## src/rpc_regs.vh

```
// Constants for the receiver polling controller.
// Assumes inclusion by the design file and the bench; definitions only.
`ifndef RPC_REGS_VH
`define RPC_REGS_VH

// Register indices on the plain register port
`define RPC_ADDR_OPERATING_CONFIG_REGISTER 4'h0
`define RPC_ADDR_LIMIT 4'h1
`define RPC_ADDR_STATUS 4'h2

// Operating config field positions
`define RPC_NAP_LSB 0
`define RPC_NAP_MSB 4
`define RPC_BAUD_LSB 5
`define RPC_BAUD_MSB 6
`define RPC_XPERM_BIT 7
`define RPC_XTEMP_BIT 8
`define RPC_NBIT_LSB 9
`define RPC_NBIT_MSB 10

// Limit register field positions
`define RPC_LMIN_LSB 0
`define RPC_LMIN_MSB 5
`define RPC_LMAX_LSB 6
`define RPC_LMAX_MSB 11

// Reset values
`define RPC_OPERATING_CONFIG_REGISTER_RST 12'h04a
`define RPC_LIMIT_RST 12'h60e

// Timing counts
`define RPC_NAP_UNIT 16'h0400
`define RPC_XSLEEP_EXT 4'h8
`define RPC_XSLEEP_STD 4'h1
`define RPC_DIV_LOW 4'ha
`define RPC_DIV_HIGH 4'he
`define RPC_STARTUP_BASE 12'h0c0
`endif

```

## src/rpc_poll_ctrl.v

```verilog
// Polling controller: sleep, start-up and bit check cycle with data hand-over.
// Assumes clk is the crystal oscillator clock; all inputs are synchronous to it.
//
// The plain strobed port and the register offsets are this design's own decisions.
`timescale 1ns/1ps
`include "rpc_regs.vh"

module rpc_poll_ctrl #(
   parameter DIV_W = 4,
   parameter NAP_UNIT = 1024
) (
   input wire clk,
   input wire rst_n,
   input wire ce,
   input wire div_select,
   input wire host_enable,
   input wire demod_in,
   input wire data_line_in,
   output wire data_line_out,
   output wire data_line_oe_n,
   output reg data_out,
   output wire path_power,
   output wire rx_active,
   input wire [3:0] reg_addr,
   input wire [11:0] reg_wdata,
   input wire reg_wr,
   input wire reg_rd,
   output reg [11:0] reg_rdata
);

   ////////////////////////////////////////////////////////////////////
   // Behaviour notes
   //
   // Phases in order: sleep, start-up, bit check, then sleep again
   // Receive only entered from a bit check that met its count
   // Receive left only when the host drops its enable line
   // Host enable low overrides every phase, not just sleep
   // Sleep count restarts once enable comes back high
   //
   // Timing base:
   // Crystal clock divided by ten or fourteen, strap selected
   // One base tick per divided period, one clock wide
   // Every phase timer counts base ticks, never raw clocks
   // First sleep tick may be partial; divider is free running
   // Partial tick costs at most one base period of sleep
   // Restarting the divider per phase was judged not worth it
   //
   // Sleep length:
   // Count field times extension factor times the unit
   // Unit is a parameter so benches can shrink it
   // Count at its top value parks the block in sleep
   // Zero count leaves sleep on the very next clock
   //
   // Extension:
   // Permanent bit stretches every sleep, host owned
   // Temporary bit stretches sleep until a check fails
   // Failed check clears the temporary bit in hardware
   // Host write in the same cycle loses to that clear
   //
   // Bit check:
   // Band clock is one, two, four or eight base ticks
   // Band prescaler restarts on each entry to the check
   // Edge counter restarts at every accepted edge
   // Early edge below the lower limit ends the check
   // Counter reaching the upper limit ends the check too
   // Zero checks configured means receive right away
   //
   // Host link:
   // Data line released high outside receive
   // Drive value is a registered copy of the demodulator
   // Line input kept for the two-way pin, not decoded here
   //
   // Register port:
   // Writes land on the edge that samples the strobe
   // Reads return data one cycle later, zero otherwise
   // Unmapped addresses read zero and ignore writes
   //
   // Clock enable low freezes every flip-flop in the block

   ////////////////////////////////////////////////////////////////////
   // Functions

   // Extension factor from the two extension bits
   function [3:0] xsleep;
      input perm;
      input temp;
      begin
         xsleep = (perm | temp) ? `RPC_XSLEEP_EXT : `RPC_XSLEEP_STD;
      end
   endfunction

   // Edge checks needed: twice the bit count of 0,3,6,9
   function [4:0] check_count;
      input [1:0] nsel;
      begin
         case (nsel)
            2'h0: check_count = 5'h00;
            2'h1: check_count = 5'h06;
            2'h2: check_count = 5'h0c;
            default: check_count = 5'h12;
         endcase
      end
   endfunction

   ////////////////////////////////////////////////////////////////////
   // State encoding, one-hot

   localparam [3:0] ST_SLEEP = 4'h1;
   localparam [3:0] ST_START = 4'h2;
   localparam [3:0] ST_CHECK = 4'h4;
   localparam [3:0] ST_RECV = 4'h8;

   ////////////////////////////////////////////////////////////////////
   // Registers and signals

   reg [11:0] operating_config_register_reg; // Operating config register
   reg [11:0] operating_config_register_next;
   reg [11:0] limit_reg; // Bit check window limits
   reg [3:0] state_reg; // Polling phase
   reg [3:0] state_next;
   reg [DIV_W-1:0] div_reg; // Crystal to base clock divider
   reg base_tick_reg; // One pulse per base clock period
   reg [3:0] xclk_reg; // Band clock prescaler
   reg [19:0] timer_reg; // Phase timer in base ticks
   reg [19:0] timer_next;
   reg [5:0] cv_reg; // Edge-to-edge counter in band ticks
   reg [5:0] cv_next;
   reg [4:0] checks_reg; // Passed edge checks
   reg [4:0] checks_next;
   reg demod_q_reg; // Previous demodulator level for edges
   reg clr_temp; // Hardware clear of temporary extension
   reg sleep_hold_reg; // Host enable was low, sleep restarts
   wire [4:0] nap_cnt; // Sleep count field
   wire [1:0] baud_band_select; // Baud band field
   wire [3:0] div_max; // Terminal count of divider
   wire [3:0] xclk_max; // Band clock terminal count
   wire xclk_tick; // One pulse per band clock period
   wire demod_edge; // Edge on demodulator output
   wire [19:0] sleep_len; // Sleep length in base ticks
   wire [19:0] start_len; // Start-up length in base ticks
   wire [5:0] lim_min;
   wire [5:0] lim_max;

   assign nap_cnt = operating_config_register_reg[`RPC_NAP_MSB:`RPC_NAP_LSB];
   assign baud_band_select = operating_config_register_reg[`RPC_BAUD_MSB:`RPC_BAUD_LSB];
   assign lim_min = limit_reg[`RPC_LMIN_MSB:`RPC_LMIN_LSB];
   assign lim_max = limit_reg[`RPC_LMAX_MSB:`RPC_LMAX_LSB];

   // Pin level picks the division factor; a static strap in practice
   assign div_max = div_select ? (`RPC_DIV_HIGH - 4'h1) : (`RPC_DIV_LOW - 4'h1);

   // Sleep length: count x factor x unit
   // Every operand sized to the 20-bit result on purpose
   assign sleep_len = {15'h0000, nap_cnt}
      * {16'h0000, xsleep(operating_config_register_reg[`RPC_XPERM_BIT], operating_config_register_reg[`RPC_XTEMP_BIT])}
      * NAP_UNIT[19:0];

   // Start-up shortens as the band select rises
   assign start_len = {8'h00, (`RPC_STARTUP_BASE >> baud_band_select)};

   // Band clock: 1, 2, 4 or 8 base periods
   assign xclk_max = (4'h1 << baud_band_select) - 4'h1;
   assign xclk_tick = base_tick_reg && (xclk_reg == xclk_max);
   assign demod_edge = demod_in ^ demod_q_reg;

   // Power and host link outputs
   assign path_power = (state_reg != ST_SLEEP);
   assign rx_active = (state_reg == ST_RECV);
   // One line serves both directions; released (high) until data is live
   assign data_line_out = data_out;
   assign data_line_oe_n = ~rx_active;

   ////////////////////////////////////////////////////////////////////
   // Base clock divider

   // All phase timing counts base ticks only
   // Divider never stops, so phase timers see a steady tick rate
   // Tick is registered to keep it glitch free for the timers
   // Prescaler held at zero outside the check phase
   always @(posedge clk) begin
      if (!rst_n) begin
         div_reg <= {DIV_W{1'b0}};
         base_tick_reg <= 1'b0;
         xclk_reg <= 4'h0;
      end else if (ce) begin
         base_tick_reg <= (div_reg == div_max[DIV_W-1:0]);
         if (div_reg == div_max[DIV_W-1:0]) begin
            div_reg <= {DIV_W{1'b0}};
         end else begin
            div_reg <= div_reg + {{(DIV_W-1){1'b0}}, 1'b1};
         end
         // Band prescaler restarts with each check
         if (state_reg != ST_CHECK) begin
            xclk_reg <= 4'h0;
         end else if (base_tick_reg) begin
            xclk_reg <= (xclk_reg == xclk_max) ? 4'h0 : xclk_reg + 4'h1;
         end
      end
   end

   ////////////////////////////////////////////////////////////////////
   // Polling state machine

   // Next phase, timer and check counters
   // Timer cleared on every phase change so each phase starts fresh
   // Edge judged before band tick: an edge on a tick counts as edge
   // Enable low checked last so it wins over every other branch
   always @* begin
      state_next = state_reg;
      timer_next = timer_reg;
      cv_next = cv_reg;
      checks_next = checks_reg;
      clr_temp = 1'b0;
      case (state_reg)
         ST_SLEEP: begin
            // Hold while enable low or count at its top value
            if (!host_enable || sleep_hold_reg || (nap_cnt == 5'h1f)) begin
               timer_next = 20'h00000;
            end else if (base_tick_reg) begin
               if (timer_reg + 20'h00001 >= sleep_len) begin
                  state_next = ST_START;
                  timer_next = 20'h00000;
               end else begin
                  timer_next = timer_reg + 20'h00001;
               end
            end else if (sleep_len == 20'h00000) begin
               state_next = ST_START;
            end
         end
         ST_START: begin
            // Let the path settle before judging edges
            if (base_tick_reg) begin
               if (timer_reg + 20'h00001 >= start_len) begin
                  state_next = ST_CHECK;
                  timer_next = 20'h00000;
                  cv_next = 6'h00;
                  checks_next = 5'h00;
               end else begin
                  timer_next = timer_reg + 20'h00001;
               end
            end
         end
         ST_CHECK: begin
            if (checks_reg >= check_count(operating_config_register_reg[`RPC_NBIT_MSB:`RPC_NBIT_LSB])) begin
               state_next = ST_RECV;
            end else if (demod_edge) begin
               if (cv_reg < lim_min) begin
                  state_next = ST_SLEEP;
                  clr_temp = 1'b1;
               end else begin
                  checks_next = checks_reg + 5'h01;
                  cv_next = 6'h00;
               end
            end else if (xclk_tick) begin
               if (cv_reg + 6'h01 >= lim_max) begin
                  state_next = ST_SLEEP;
                  clr_temp = 1'b1;
               end else begin
                  cv_next = cv_reg + 6'h01;
               end
            end
            if (state_next == ST_SLEEP) begin
               timer_next = 20'h00000;
            end
         end
         ST_RECV: begin
            // Leave reception only by host enable
            if (!host_enable) begin
               state_next = ST_SLEEP;
               timer_next = 20'h00000;
            end
         end
         default: begin
            state_next = ST_SLEEP;
            timer_next = 20'h00000;
         end
      endcase
      // Enable low overrides every phase
      if (!host_enable) begin
         state_next = ST_SLEEP;
         timer_next = 20'h00000;
      end
   end

   // Config register update, write and hardware clear
   // Clear applied after the write so hardware wins the race
   // Other bits of a same-cycle write still land
   always @* begin
      operating_config_register_next = operating_config_register_reg;
      if (reg_wr && reg_addr == `RPC_ADDR_OPERATING_CONFIG_REGISTER) begin
         operating_config_register_next = reg_wdata;
      end
      // Host write of the bit in the same cycle still loses to the clear
      if (clr_temp) begin
         operating_config_register_next[`RPC_XTEMP_BIT] = 1'b0;
      end
   end

   always @(posedge clk) begin
      if (!rst_n) begin
         state_reg <= ST_SLEEP;
         timer_reg <= 20'h00000;
         cv_reg <= 6'h00;
         checks_reg <= 5'h00;
         demod_q_reg <= 1'b0;
         operating_config_register_reg <= `RPC_OPERATING_CONFIG_REGISTER_RST;
         limit_reg <= `RPC_LIMIT_RST;
         sleep_hold_reg <= 1'b0;
         data_out <= 1'b1;
      end else if (ce) begin
         state_reg <= state_next;
         timer_reg <= timer_next;
         cv_reg <= cv_next;
         checks_reg <= checks_next;
         demod_q_reg <= demod_in;
         operating_config_register_reg <= operating_config_register_next;
         if (reg_wr && reg_addr == `RPC_ADDR_LIMIT) begin
            limit_reg <= reg_wdata;
         end
         // Enable low restarts the sleep count on release
         sleep_hold_reg <= !host_enable;
         // Data released high unless receiving
         data_out <= (state_next == ST_RECV) ? demod_in : 1'b1;
      end
   end

   ////////////////////////////////////////////////////////////////////
   // Register read port

   // Read data valid the cycle after the strobe only
   // Zero outside that cycle so a stale word is never seen
   // Status word shows check count and one-hot phase
   always @(posedge clk) begin
      if (!rst_n) begin
         reg_rdata <= 12'h000;
      end else if (ce) begin
         if (reg_rd) begin
            case (reg_addr)
               `RPC_ADDR_OPERATING_CONFIG_REGISTER: reg_rdata <= operating_config_register_reg;
               `RPC_ADDR_LIMIT: reg_rdata <= limit_reg;
               `RPC_ADDR_STATUS: reg_rdata <= {3'h0, checks_reg, state_reg};
               default: reg_rdata <= 12'h000;
            endcase
         end else begin
            reg_rdata <= 12'h000;
         end
      end
   end

endmodule

```

## config.mk

```make
export PLATFORM = sky130hd
export DESIGN_NAME = rpc_poll_ctrl
export DESIGN_NICKNAME = d
export VERILOG_FILES = /design/src/rpc_poll_ctrl.v
export VERILOG_INCLUDE_DIRS = /design/src
export SDC_FILE = /design/constraint.sdc
export NUM_CORES = 1
export LEC_CHECK = 0
export BUFFER_PORTS_ARGS = -buffer_cell sky130_fd_sc_hd__buf_4
export CORE_MARGIN = 5
export CORE_UTILIZATION = 45
export DETAILED_ROUTE_END_ITERATION = 8
export PLACE_DENSITY = 0.7
export SLEW_MARGIN = 20
export SYNTH_ARGS = -nofsm -noshare
export SYNTH_HDL_FRONTEND = slang
export SYNTH_SLANG_ARGS = --single-unit
```

## constraint.sdc

```tcl
create_clock -name clk -period 10.4 [get_ports clk]
set_clock_uncertainty 0.2 [all_clocks]
set_input_delay 1.56 -clock clk [delete_from_list [all_inputs] [get_ports clk]]
set_output_delay 1.56 -clock clk [all_outputs]
set_load 0.05 [all_outputs]
```

==> results.json, run 1 <==
{
  "cts_setup_buffers": 0,
  "drc": 0,
  "setup_viol": 0,
  "crit_type": "reg2reg",
  "cts-root-buf": "clkbuf_16",
  "maxCapViolations": 0,
  "tightest_slew_ps": 942,
  "reg2reg_depth": 13,
  "rows": 40,
  "dpl-instance-area_sq_mm": 0.00587,
  "final_antenna_net_count": 0,
  "min_path_type": "reg2reg",
  "rr_endpoint": "timer_reg[14]",
  "slew_headroom_pct": 36.9,
  "routed_wl_um": 14800,
  "fp.coreArea_sq_mm": 0.0120,
  "place_congestion": 0.904,
  "final_area_sq_mm": 0.00621,
  "die-area_sq_mm": 0.0146,
  "cts_buffer_depth": 2,
  "final_nets": 774,
  "die_y_um": 121,
  "final_cell_mix": "nand2_1, dfxtp_1, nor2_1",
  "drtPass1Iterations": 6,
  "ys_ff_latch": 83,
  "synth_top_family_by_area": "simple AND/OR/NAND/NOR gates",
  "endpoint_kind": "flop",
  "io-pin-count": 42,
  "start_kind": "flop",
  "largest_register_ffs": 20,
  "fin_setup_tns_ps": 0,
  "holdBufCountCts": 0,
  "use_met1_pct": 26.7,
  "cts_sinks": 83,
  "critPathRequiredTime_ps": 10480,
  "tritoncts": "done",
  "yosys.area_share.simple_pct": 27.1,
  "synthToLayoutAreaGrowth_pct": 12.6,
  "drt_iter0_drc": 339,
  "drive_gt1_share_pct": 12.8,
  "syn_inst": 688,
  "num_vias": 5092,
  "final_common_cell": "nand2_1",
  "cts_made_buffers": 9,
  "r2r_setup_slack_ps": 5960,
  "fin_ws_ps": 5960,
  "yosysWarningCount": 0,
  "clkTransAtPathRegs_ps": 70,
  "start_util_pct": 45.9,
  "power_uw": 730,
  "via_per_inst": 5.93,
  "rsz0062_at_grt": "false",
  "synth-adder-area-share_pct": 9.67,
  "cp-startpoint": "timer_reg[0]",
  "critPathMaxFanout": 10,
  "cts_resized": 0,
  "p_leak_nw": 2.47,
  "p_per_area_mw_per_mm2": 118,
  "met2_usage_pct": 35.0,
  "status": "complete, no violations",
  "grt_pass1_vias": 5060,
  "met3_usage_pct": 3.04,
  "hold_viol_final": 0,
  "n_antenna_cell": 0,
  "yosysSeqAreaShare_pct": 30.2,
  "ir_drop_uv": 79.7,
  "synth_mux_area_share_pct": 2.70,
  "wl_per_cell_um": 17.2,
  "layout_min_cycle_time_ps": 4440,
  "clk_latency_ps": 350,
  "async_flop_share_pct": 0,
  "avgSynthCellArea_sq_um": 8.01,
  "grt_util_all_layers_pct": 20.9,
  "synth_compound_area_share_pct": 18.7,
  "critPathCapture": "timer_reg[14]",
  "drv_slew": 0,
  "antenna_found_initial": 0,
  "reg2reg_from": "timer_reg[0]",
  "die_x_um": 121,
  "grt_first_pass_wirelength_um": 24600,
  "synth.distinct_cells": 77,
  "layout_worst_path_cycle_share_pct": 42.7,
  "synth_xor_area_share_pct": 6.18,
  "hpwl_um": 11000,
  "arrival_ps": 4510,
  "ys.flop_type": "dfxtp_1",
  "portBuffers": 40,
  "syn_area_sq_mm": 0.00551,
  "fmax_ghz": 0.225,
  "grt_start_max_net_pins": 49,
  "htreeDepth": 3,
  "overflow": 0,
  "synth_edf_count": 0,
  "gr-max-usage-layer": "met2",
  "preCtsSetupSlack_ps": 5800,
  "final_util_pct": 51.7
}
[through the flow]
stage / cells / hold WS (ps)
4_1_cts: 859 / 280
3_5_place_dp: 843 / 271
2_1_floorplan: 689 / 243
6_report: 859 / 281
3_3_place_gp: 843 / 255
5_1_grt: 859 / 288
[how the worst min path moves through the flow]
stage	start	end	depth (start not counted)
final	limit_reg[4]	limit_reg[4]	2
after global routing	timer_reg[19]	timer_reg[19]	1
after CTS	limit_reg[4]	limit_reg[4]	2
after detailed placement	limit_reg[4]	limit_reg[4]	2
after global placement	operating_config_register_reg[11]	operating_config_register_reg[11]	2
after floorplan	operating_config_register_reg[11]	operating_config_register_reg[11]	2
[synthesized netlist by cell type, types with 3 or more instances]
master | count | area (sq um)
mux2_2 | 7 | 78.8
nor4_1 | 6 | 37.5
and3_1 | 14 | 87.6
a21boi_1 | 10 | 75.1
a21oi_1 | 44 | 220
or2_2 | 3 | 18.8
a22oi_1 | 14 | 105
a21boi_0 | 4 | 30.0
nand2_1 | 96 | 360
o221ai_1 | 3 | 26.3
and2_1 | 5 | 31.3
nand4b_1 | 3 | 26.3
inv_1 | 35 | 131
xor2_1 | 18 | 158
dfxtp_1 | 83 | 1660
o21ai_0 | 21 | 105
nand2b_1 | 6 | 37.5
o21a_1 | 5 | 37.5
nor4b_1 | 3 | 26.3
nor2_1 | 55 | 206
ha_1 | 41 | 513
buf_2 | 6 | 30.0
buf_4 | 4 | 30.0
or3_1 | 8 | 50.1
o211ai_1 | 12 | 90.1
mux2i_1 | 7 | 70.1
nor3_1 | 8 | 40.0
nand4_1 | 11 | 68.8
a31oi_1 | 4 | 25.0
clkbuf_1 | 24 | 90.1
a311oi_1 | 3 | 26.3
nand3_1 | 43 | 215
xnor2_1 | 19 | 166
nor2b_1 | 8 | 50.1
[worst max-delay path: stages (launching register included)]
cell and delay [ps]:
dfxtp_1 420, ha_1 400, nand4_2 280, nor4_1 470
xor2_1 380, ha_1 310, nand3_1 90, nor2_1 80
a2111oi_0 380, nor4bb_1 320, and3_1 250, a41o_1 420
nand3_1 140, a21boi_1 200
[cells by family after synthesis]
logic type | after synthesis
DFF | 83
AOI/OAI and AO/OA | 149
muxes | 14
adders and majority gates | 42
and+or+nand+nor | 288
buffers and inverters | 72
other | 2
xor gates and xnor gates | 38
[power breakdown]
group / switching (mW) / leakage (nW) / internal, mW
combinational: 0.0327 / 1.64 / 0.0181
sequential: 0.00365 / 0.670 / 0.321
clock: 0.142 / 0.160 / 0.213
[layer usage]
layer	wire (um)	vias up
met1	6670	2445
li1	-	2481
met5	0	-
met2	7200	138
met3	603	28
met4	343	0
[layout make-up]
cell class	count	area [sq um]
clock buffer	9	225
clock inverter	7	100
fill	1167	5810
inverter	36	135
multi-input combinational	534	3580
sequential	83	1660
tap	147	184
timing repair buffer	43	323
No activity file was read; power rests on OpenSTA's default activity.
==> run 2: changes to the inputs <==
--- a/config.mk
+++ b/config.mk
@@ -6,6 +6,7 @@
 export SDC_FILE = /design/constraint.sdc
 export NUM_CORES = 1
 export LEC_CHECK = 0
+export ABC_AREA = 1
 export BUFFER_PORTS_ARGS = -buffer_cell sky130_fd_sc_hd__buf_4
 export CORE_MARGIN = 5
 export CORE_UTILIZATION = 45
==> constraint.sdc (replaced) <==
create_clock -name clk -period 4.3 [get_ports clk]
set_clock_uncertainty 0.2 [all_clocks]
set_input_delay 0.645 -clock clk [delete_from_list [all_inputs] [get_ports clk]]
set_output_delay 0.645 -clock clk [all_outputs]
set_load 0.05 [all_outputs]
==> run 2 against run 1 <==
Count of clock-buffer cells in the layout unchanged; utilization is 0.076 points higher; via count is 2.9% higher; flip-flop and latch count unchanged; first-iteration DRC count grew 12%; synthesized cell count grew 19%; synthesized area rose by 0.54%; die area increased by 0.51%; fmax increased by 35%; non-clock buffer count is 2 higher; setup slack got worse by 4900 ps; critical path type unchanged; highest routed layer unchanged.
==> results.json, run 2 <==
{
  "avgSynthCellArea_sq_um": 6.78,
  "syn_area_sq_mm": 0.00554,
  "synth.distinct_cells": 45,
  "p_per_area_mw_per_mm2": 271,
  "yosysSeqAreaShare_pct": 30.0,
  "layout_min_cycle_time_ps": 3290,
  "worstPathCellList": "ha_1 -> nand3_1 -> nor2_1 -> nand2_1 -> nand2_1 -> inv_1 -> ha_1 -> nand2_1 -> o21a_1 -> nand4_1 -> nor2_1 -> nand2_1 -> nor2_4 -> nand3_4 -> nand2_4 -> nand4_1 -> a21oi_1",
  "routed_wl_um": 14000,
  "hpwl_um": 10600,
  "final_antenna_net_count": 0,
  "netlist.area_leader.share_pct": 30.0,
  "setup_viol": 0,
  "layout_worst_path_cycle_share_pct": 76.4,
  "slew_headroom_pct": 31.2,
  "critPathRequiredTime_ps": 4370,
  "largest_register_ffs": 20,
  "grt_util_all_layers_pct": 19.9,
  "drt_iter0_drc": 379,
  "start_kind": "flop",
  "reg2reg_from": "timer_reg[0]",
  "cts_setup_buffers": 0,
  "die-area_sq_mm": 0.0146,
  "wl_per_cell_um": 13.8,
  "drive_gt1_share_pct": 12.5,
  "clkTransAtPathRegs_ps": 70,
  "critPathSlowestCell": "dfxtp_1",
  "yosysWarningCount": 0,
  "cp_num_buf_inv": 1,
  "portBuffers": 40,
  "rsz0062_at_grt": "false",
  "clk_latency_ps": 360,
  "io-pin-count": 42,
  "cpPeakStageDelay_ps": 430,
  "whs_path_depth": 2,
  "die_y_um": 121,
  "htreeDepth": 3,
  "fin_setup_tns_ps": 0,
  "min_path_type": "reg2reg",
  "hold_viol_final": 0,
  "cp_top_family": "simple AND/OR/NAND/NOR gates",
  "ys.flop_type": "dfxtp_1",
  "syn_inst": 817,
  "final_cell_mix": "nand2_1, inv_1, a21oi_1",
  "n_antenna_cell": 0,
  "synth_edf_count": 0,
  "synthToLayoutAreaGrowth_pct": 12.6,
  "rows": 40,
  "holdBufCountCts": 0,
  "tritoncts": "done",
  "critPathMaxFanout": 19,
  "arrival_ps": 3360,
  "reg2reg_depth": 17,
  "maxCapViolations": 0,
  "fin_ws_ps": 1010,
  "cts_buffer_depth": 2,
  "rr_endpoint": "timer_reg[18]",
  "final_area_sq_mm": 0.00624,
  "cts_resized": 0,
  "drc": 0,
  "yosys.area.top_type": "dfxtp_1",
  "hold_end": "operating_config_register_reg[11]",
  "final_util_pct": 51.7,
  "tightest_slew_ps": 1030,
  "grt_start_max_net_pins": 54,
  "p_leak_nw": 2.82,
  "whs_ps": 256,
  "path_common_cell": "nand2_1",
  "overflow": 0,
  "via_per_inst": 5.13,
  "status": "complete, no violations",
  "final_common_cell": "nand2_1",
  "drtPass1Iterations": 6,
  "final_nets": 916,
  "synth_top_cells_by_area": "dfxtp_1, nand2_1, ha_1",
  "ys_ff_latch": 83,
  "synth.most_common_cell": "nand2_1",
  "cts_sinks": 83,
  "cts_made_buffers": 9,
  "start_util_pct": 45.9,
  "dpl-instance-area_sq_mm": 0.00597,
  "r2r_setup_slack_ps": 1010,
  "ir_drop_uv": 208,
  "num_vias": 5242,
  "grt_first_pass_wirelength_um": 23400,
  "fp.coreArea_sq_mm": 0.0121,
  "drv_slew": 0,
  "synth_common_cells": "nand2_1, inv_1, a21oi_1",
  "grt_pass1_vias": 4815,
  "die_x_um": 121,
  "antenna_found_initial": 0,
  "fmax_ghz": 0.304,
  "crit_type": "reg2reg",
  "cts-root-buf": "clkbuf_16",
  "async_flop_share_pct": 0,
  "endpoint_kind": "flop",
  "place_congestion": 0.910,
  "preCtsSetupSlack_ps": 1070,
  "hp-start": "operating_config_register_reg[11]"
}
-- run 2: where the power goes --
part / switching, mW / leakage (nW) / internal [mW]
sequential: 0.00857 / 0.671 / 0.779
clock: 0.344 / 0.137 / 0.395
combinational: 0.116 / 2.01 / 0.0506
total: 0.468 / 2.82 / 1.22
-- run 2: worst reg2reg max path, delay by kind of cell (launching register included) --
kind                     cells  cell delay [ps]
adder cells (fa/ha/maj)      2              550
buffers and inverters        1               70
AND/OR/NAND/NOR             12             1660
AO/OA/AOI/OAI                2              290
flip-flops                   1              430
-- run 2: worst max path at each step --
stage                     cells after the start    startpoint  slack (ps)             end
final                                        17  timer_reg[0]        1010   timer_reg[18]
after global placement                       17  timer_reg[0]        1110   timer_reg[15]
after detailed placement                     17  timer_reg[0]        1070   timer_reg[13]
after CTS                                    17  timer_reg[0]        1040   timer_reg[13]
after global routing                         17  timer_reg[0]         600    timer_reg[7]
after floorplan                               4  state_reg[0]        1110  data_line_oe_n
-- run 2: per-stage QoR --
stage	power (mW)	instances
after floorplan	0.918	818
after global placement	0.970	1006
after detailed placement	0.971	1006
after CTS	1.71	1021
after global routing	1.76	1021
final	1.69	1021
-- run 2: kinds of logic (layout without fill, tap and decap cells) --
| kind of cell | count (synthesis) | count (layout) | synth area share [%] |
|---|---|---|---|
| other cells | 2 | 3 | 0.136 |
| flops | 83 | 83 | 30.0 |
| compound gates | 162 | 162 | 16.0 |
| buf+inv | 146 | 181 | 10.5 |
| simple gates | 367 | 367 | 31.4 |
| fa+ha+maj | 42 | 42 | 9.62 |
| xor+xnor | 15 | 15 | 2.37 |
-- run 2: area by class of cell --
| cell class | count | area [sq um] |
|---|---|---|
| Clock inverter | 6 | 48.8 |
| Inverter | 121 | 454 |
| Tap cell | 168 | 210 |
| Sequential cell | 83 | 1660 |
| Timing Repair Buffer | 45 | 338 |
| Clock buffer | 9 | 225 |
| Multi-Input combinational cell | 589 | 3300 |
| Fill cell | 1233 | 5820 |
-- run 2: per-layer routing --
layer	global-route usage [%]	part of all wire (%)
met5	0	0
met4	6.66	2.1
met3	4.52	3.8
met2	33.5	47
met1	25.0	47
==> run 3: changes to the inputs <==
==> constraint.sdc (replaced) <==
create_clock -name clk -period 3.13 [get_ports clk]
set_clock_uncertainty 0.2 [all_clocks]
set_input_delay 0.4695 -clock clk [delete_from_list [all_inputs] [get_ports clk]]
set_output_delay 0.4695 -clock clk [all_outputs]
set_load 0.05 [all_outputs]
==> run 3 against run 2 <==
Non-clock buffer count rose by 27; utilization rose by 3.7 points; fmax rose by 10%; total power rose by 44%; worst hold slack got worse by 120 ps; critical path depth rose by 1; count of clock-buffer cells in the layout rose by 1; global-route usage rose by 0.21 points; combinational power rose by 60%; first-iteration DRC count fell by 6.6%; critical path type unchanged; highest routed layer unchanged.
==> results.json, run 3 (synthesis gave the netlist of run 2 again) <==
{
  "largest_register_ffs": 20,
  "final_area_sq_mm": 0.00669,
  "num_vias": 5479,
  "ir_drop_uv": 320,
  "maxCapViolations": 0,
  "cts_buffer_depth": 2,
  "layout_worst_path_cycle_share_pct": 95.1,
  "final_nets": 947,
  "fp.coreArea_sq_mm": 0.0121,
  "grt_util_all_layers_pct": 20.1,
  "hold_viol_final": 0,
  "power_frac_clock_pct": 44.8,
  "fmax_ghz": 0.336,
  "power.switching_uw": 652,
  "critPathRequiredTime_ps": 3210,
  "htreeDepth": 3,
  "n_antenna_cell": 0,
  "io-pin-count": 42,
  "dp_cells": 1030,
  "grt_start_max_net_pins": 28,
  "min_path_type": "in2reg",
  "comb_power_share_pct": 10.9,
  "drive_gt1_share_pct": 18.8,
  "preCtsSetupSlack_ps": 59.1,
  "cts_sinks": 83,
  "fin_cells": 1053,
  "drc": 0,
  "grt_first_pass_wirelength_um": 23600,
  "dpl-instance-area_sq_mm": 0.00616,
  "hpwl_um": 10900,
  "crit_type": "reg2reg",
  "final_common_cell": "nand2_1",
  "clk_latency_ps": 350,
  "die-area_sq_mm": 0.0146,
  "slew_headroom_pct": 58.4,
  "p_int_mw": 1.79,
  "cts-root-buf": "clkbuf_16",
  "final_cell_mix": "nand2_1, inv_1, a21oi_1",
  "antenna_found_initial": 0,
  "arrival_ps": 3060,
  "via_per_inst": 5.20,
  "final_antenna_net_count": 0,
  "portBuffers": 40,
  "fin_ws_ps": 154,
  "power_mw": 2.44,
  "layout_min_cycle_time_ps": 2980,
  "drt_iter0_drc": 354,
  "p_leak_nw": 2.99,
  "wl_per_cell_um": 14.2,
  "holdBufCountCts": 0,
  "die_x_um": 121,
  "clkTransAtPathRegs_ps": 70,
  "final_util_pct": 55.4,
  "p_per_area_mw_per_mm2": 365,
  "seqPwrFrac_pct": 44.4,
  "status": "complete, no violations",
  "drv_slew": 0,
  "rows": 40,
  "overflow": 0,
  "start_kind": "flop",
  "cts_made_buffers": 9,
  "routed_wl_um": 14900,
  "place_congestion": 0.898,
  "tightest_slew_ps": 621,
  "setup_viol": 0,
  "grt_pass1_vias": 4939,
  "start_util_pct": 45.9,
  "critPathMaxFanout": 5,
  "endpoint_kind": "flop",
  "die_y_um": 121,
  "drtPass1Iterations": 5,
  "tritoncts": "done",
  "switching_share_pct": 26.7,
  "synthToLayoutAreaGrowth_pct": 20.7
}
## run 3: cell types whose count changed in the layout (fill, tap and decap cells not counted), sizes merged, moves of 2 or more
cell	previous run	this run
buf	45	72
nand2	194	197
clkinv	5	3
clkinvlp	0	2
## run 3: layout make-up
type / instances / area [sq um]
inverter: 121 / 454
multi-input combinational: 593 / 3500
sequential: 83 / 1670
clock buffer: 10 / 229
fill: 1178 / 5370
tap: 168 / 210
clock inverter: 6 / 73.8
timing repair buffer: 72 / 553
## run 3: power groups by stage
stage / sequential [mW] / clock (mW) / combinational, mW
after detailed placement: 1.11 / 0 / 0.245
after CTS: 1.08 / 1.12 / 0.246
after global placement: 1.10 / 0 / 0.242
after global routing: 1.08 / 1.16 / 0.293
final: 1.08 / 1.09 / 0.265
after floorplan: 1.11 / 0 / 0.155
## run 3: path summary, 6_finish.rpt
check | start | to | slack, ps | cells past startpoint
max | timer_reg[0] | timer_reg[17] | 150 | 18
min | reg_wdata[2] | limit_reg[2] | 140 | 3
max reg2reg | timer_reg[0] | timer_reg[17] | 150 | 18
min reg2reg | operating_config_register_reg[11] | operating_config_register_reg[11] | 260 | 2
## run 3: critical path: stages (launching register included)
cell and delay (ps):
dfxtp_2 360, ha_4 170, nand2_2 80, nor2_4 150, nand2_4 90, nor3_4 180
nand3_1 100, nand2_1 80, nand2_1 70, inv_1 90, ha_1 240, and3_1 200
nand4_1 70, nand3_1 100, nor2_2 170, nand3_4 190, nand2_4 180, nand4_1 90
a21oi_1 130
## run 3: routing by layer
metal | track usage (%) | share of wire [%] | routed length [um] | vias up
met1 | 25.2 | 45 | 6790 | 2517
met5 | 0 | 0 | 0 | -
li1 | - | - | - | 2829
met2 | 34.8 | 49 | 7330 | 110
met3 | 4.48 | 3.7 | 547 | 23
met4 | 5.17 | 1.8 | 275 | 0
## run 3: per-stage QoR
| stage | setup TNS (ps) | hold slack [ps] |
|---|---|---|
| after floorplan | 0 | 230 |
| after global placement | 0 | 242 |
| after detailed placement | 0 | 250 |
| after CTS | 0 | 129 |
| after global routing | -359 | 155 |
| final | 0 | 135 |
## run 3: timing repair
action / 4_1_cts / 5_1_grt
resized for setup: 0 / 35
endpoints found under the setup margin: 0 / 33
setup buffers: 0 / 3
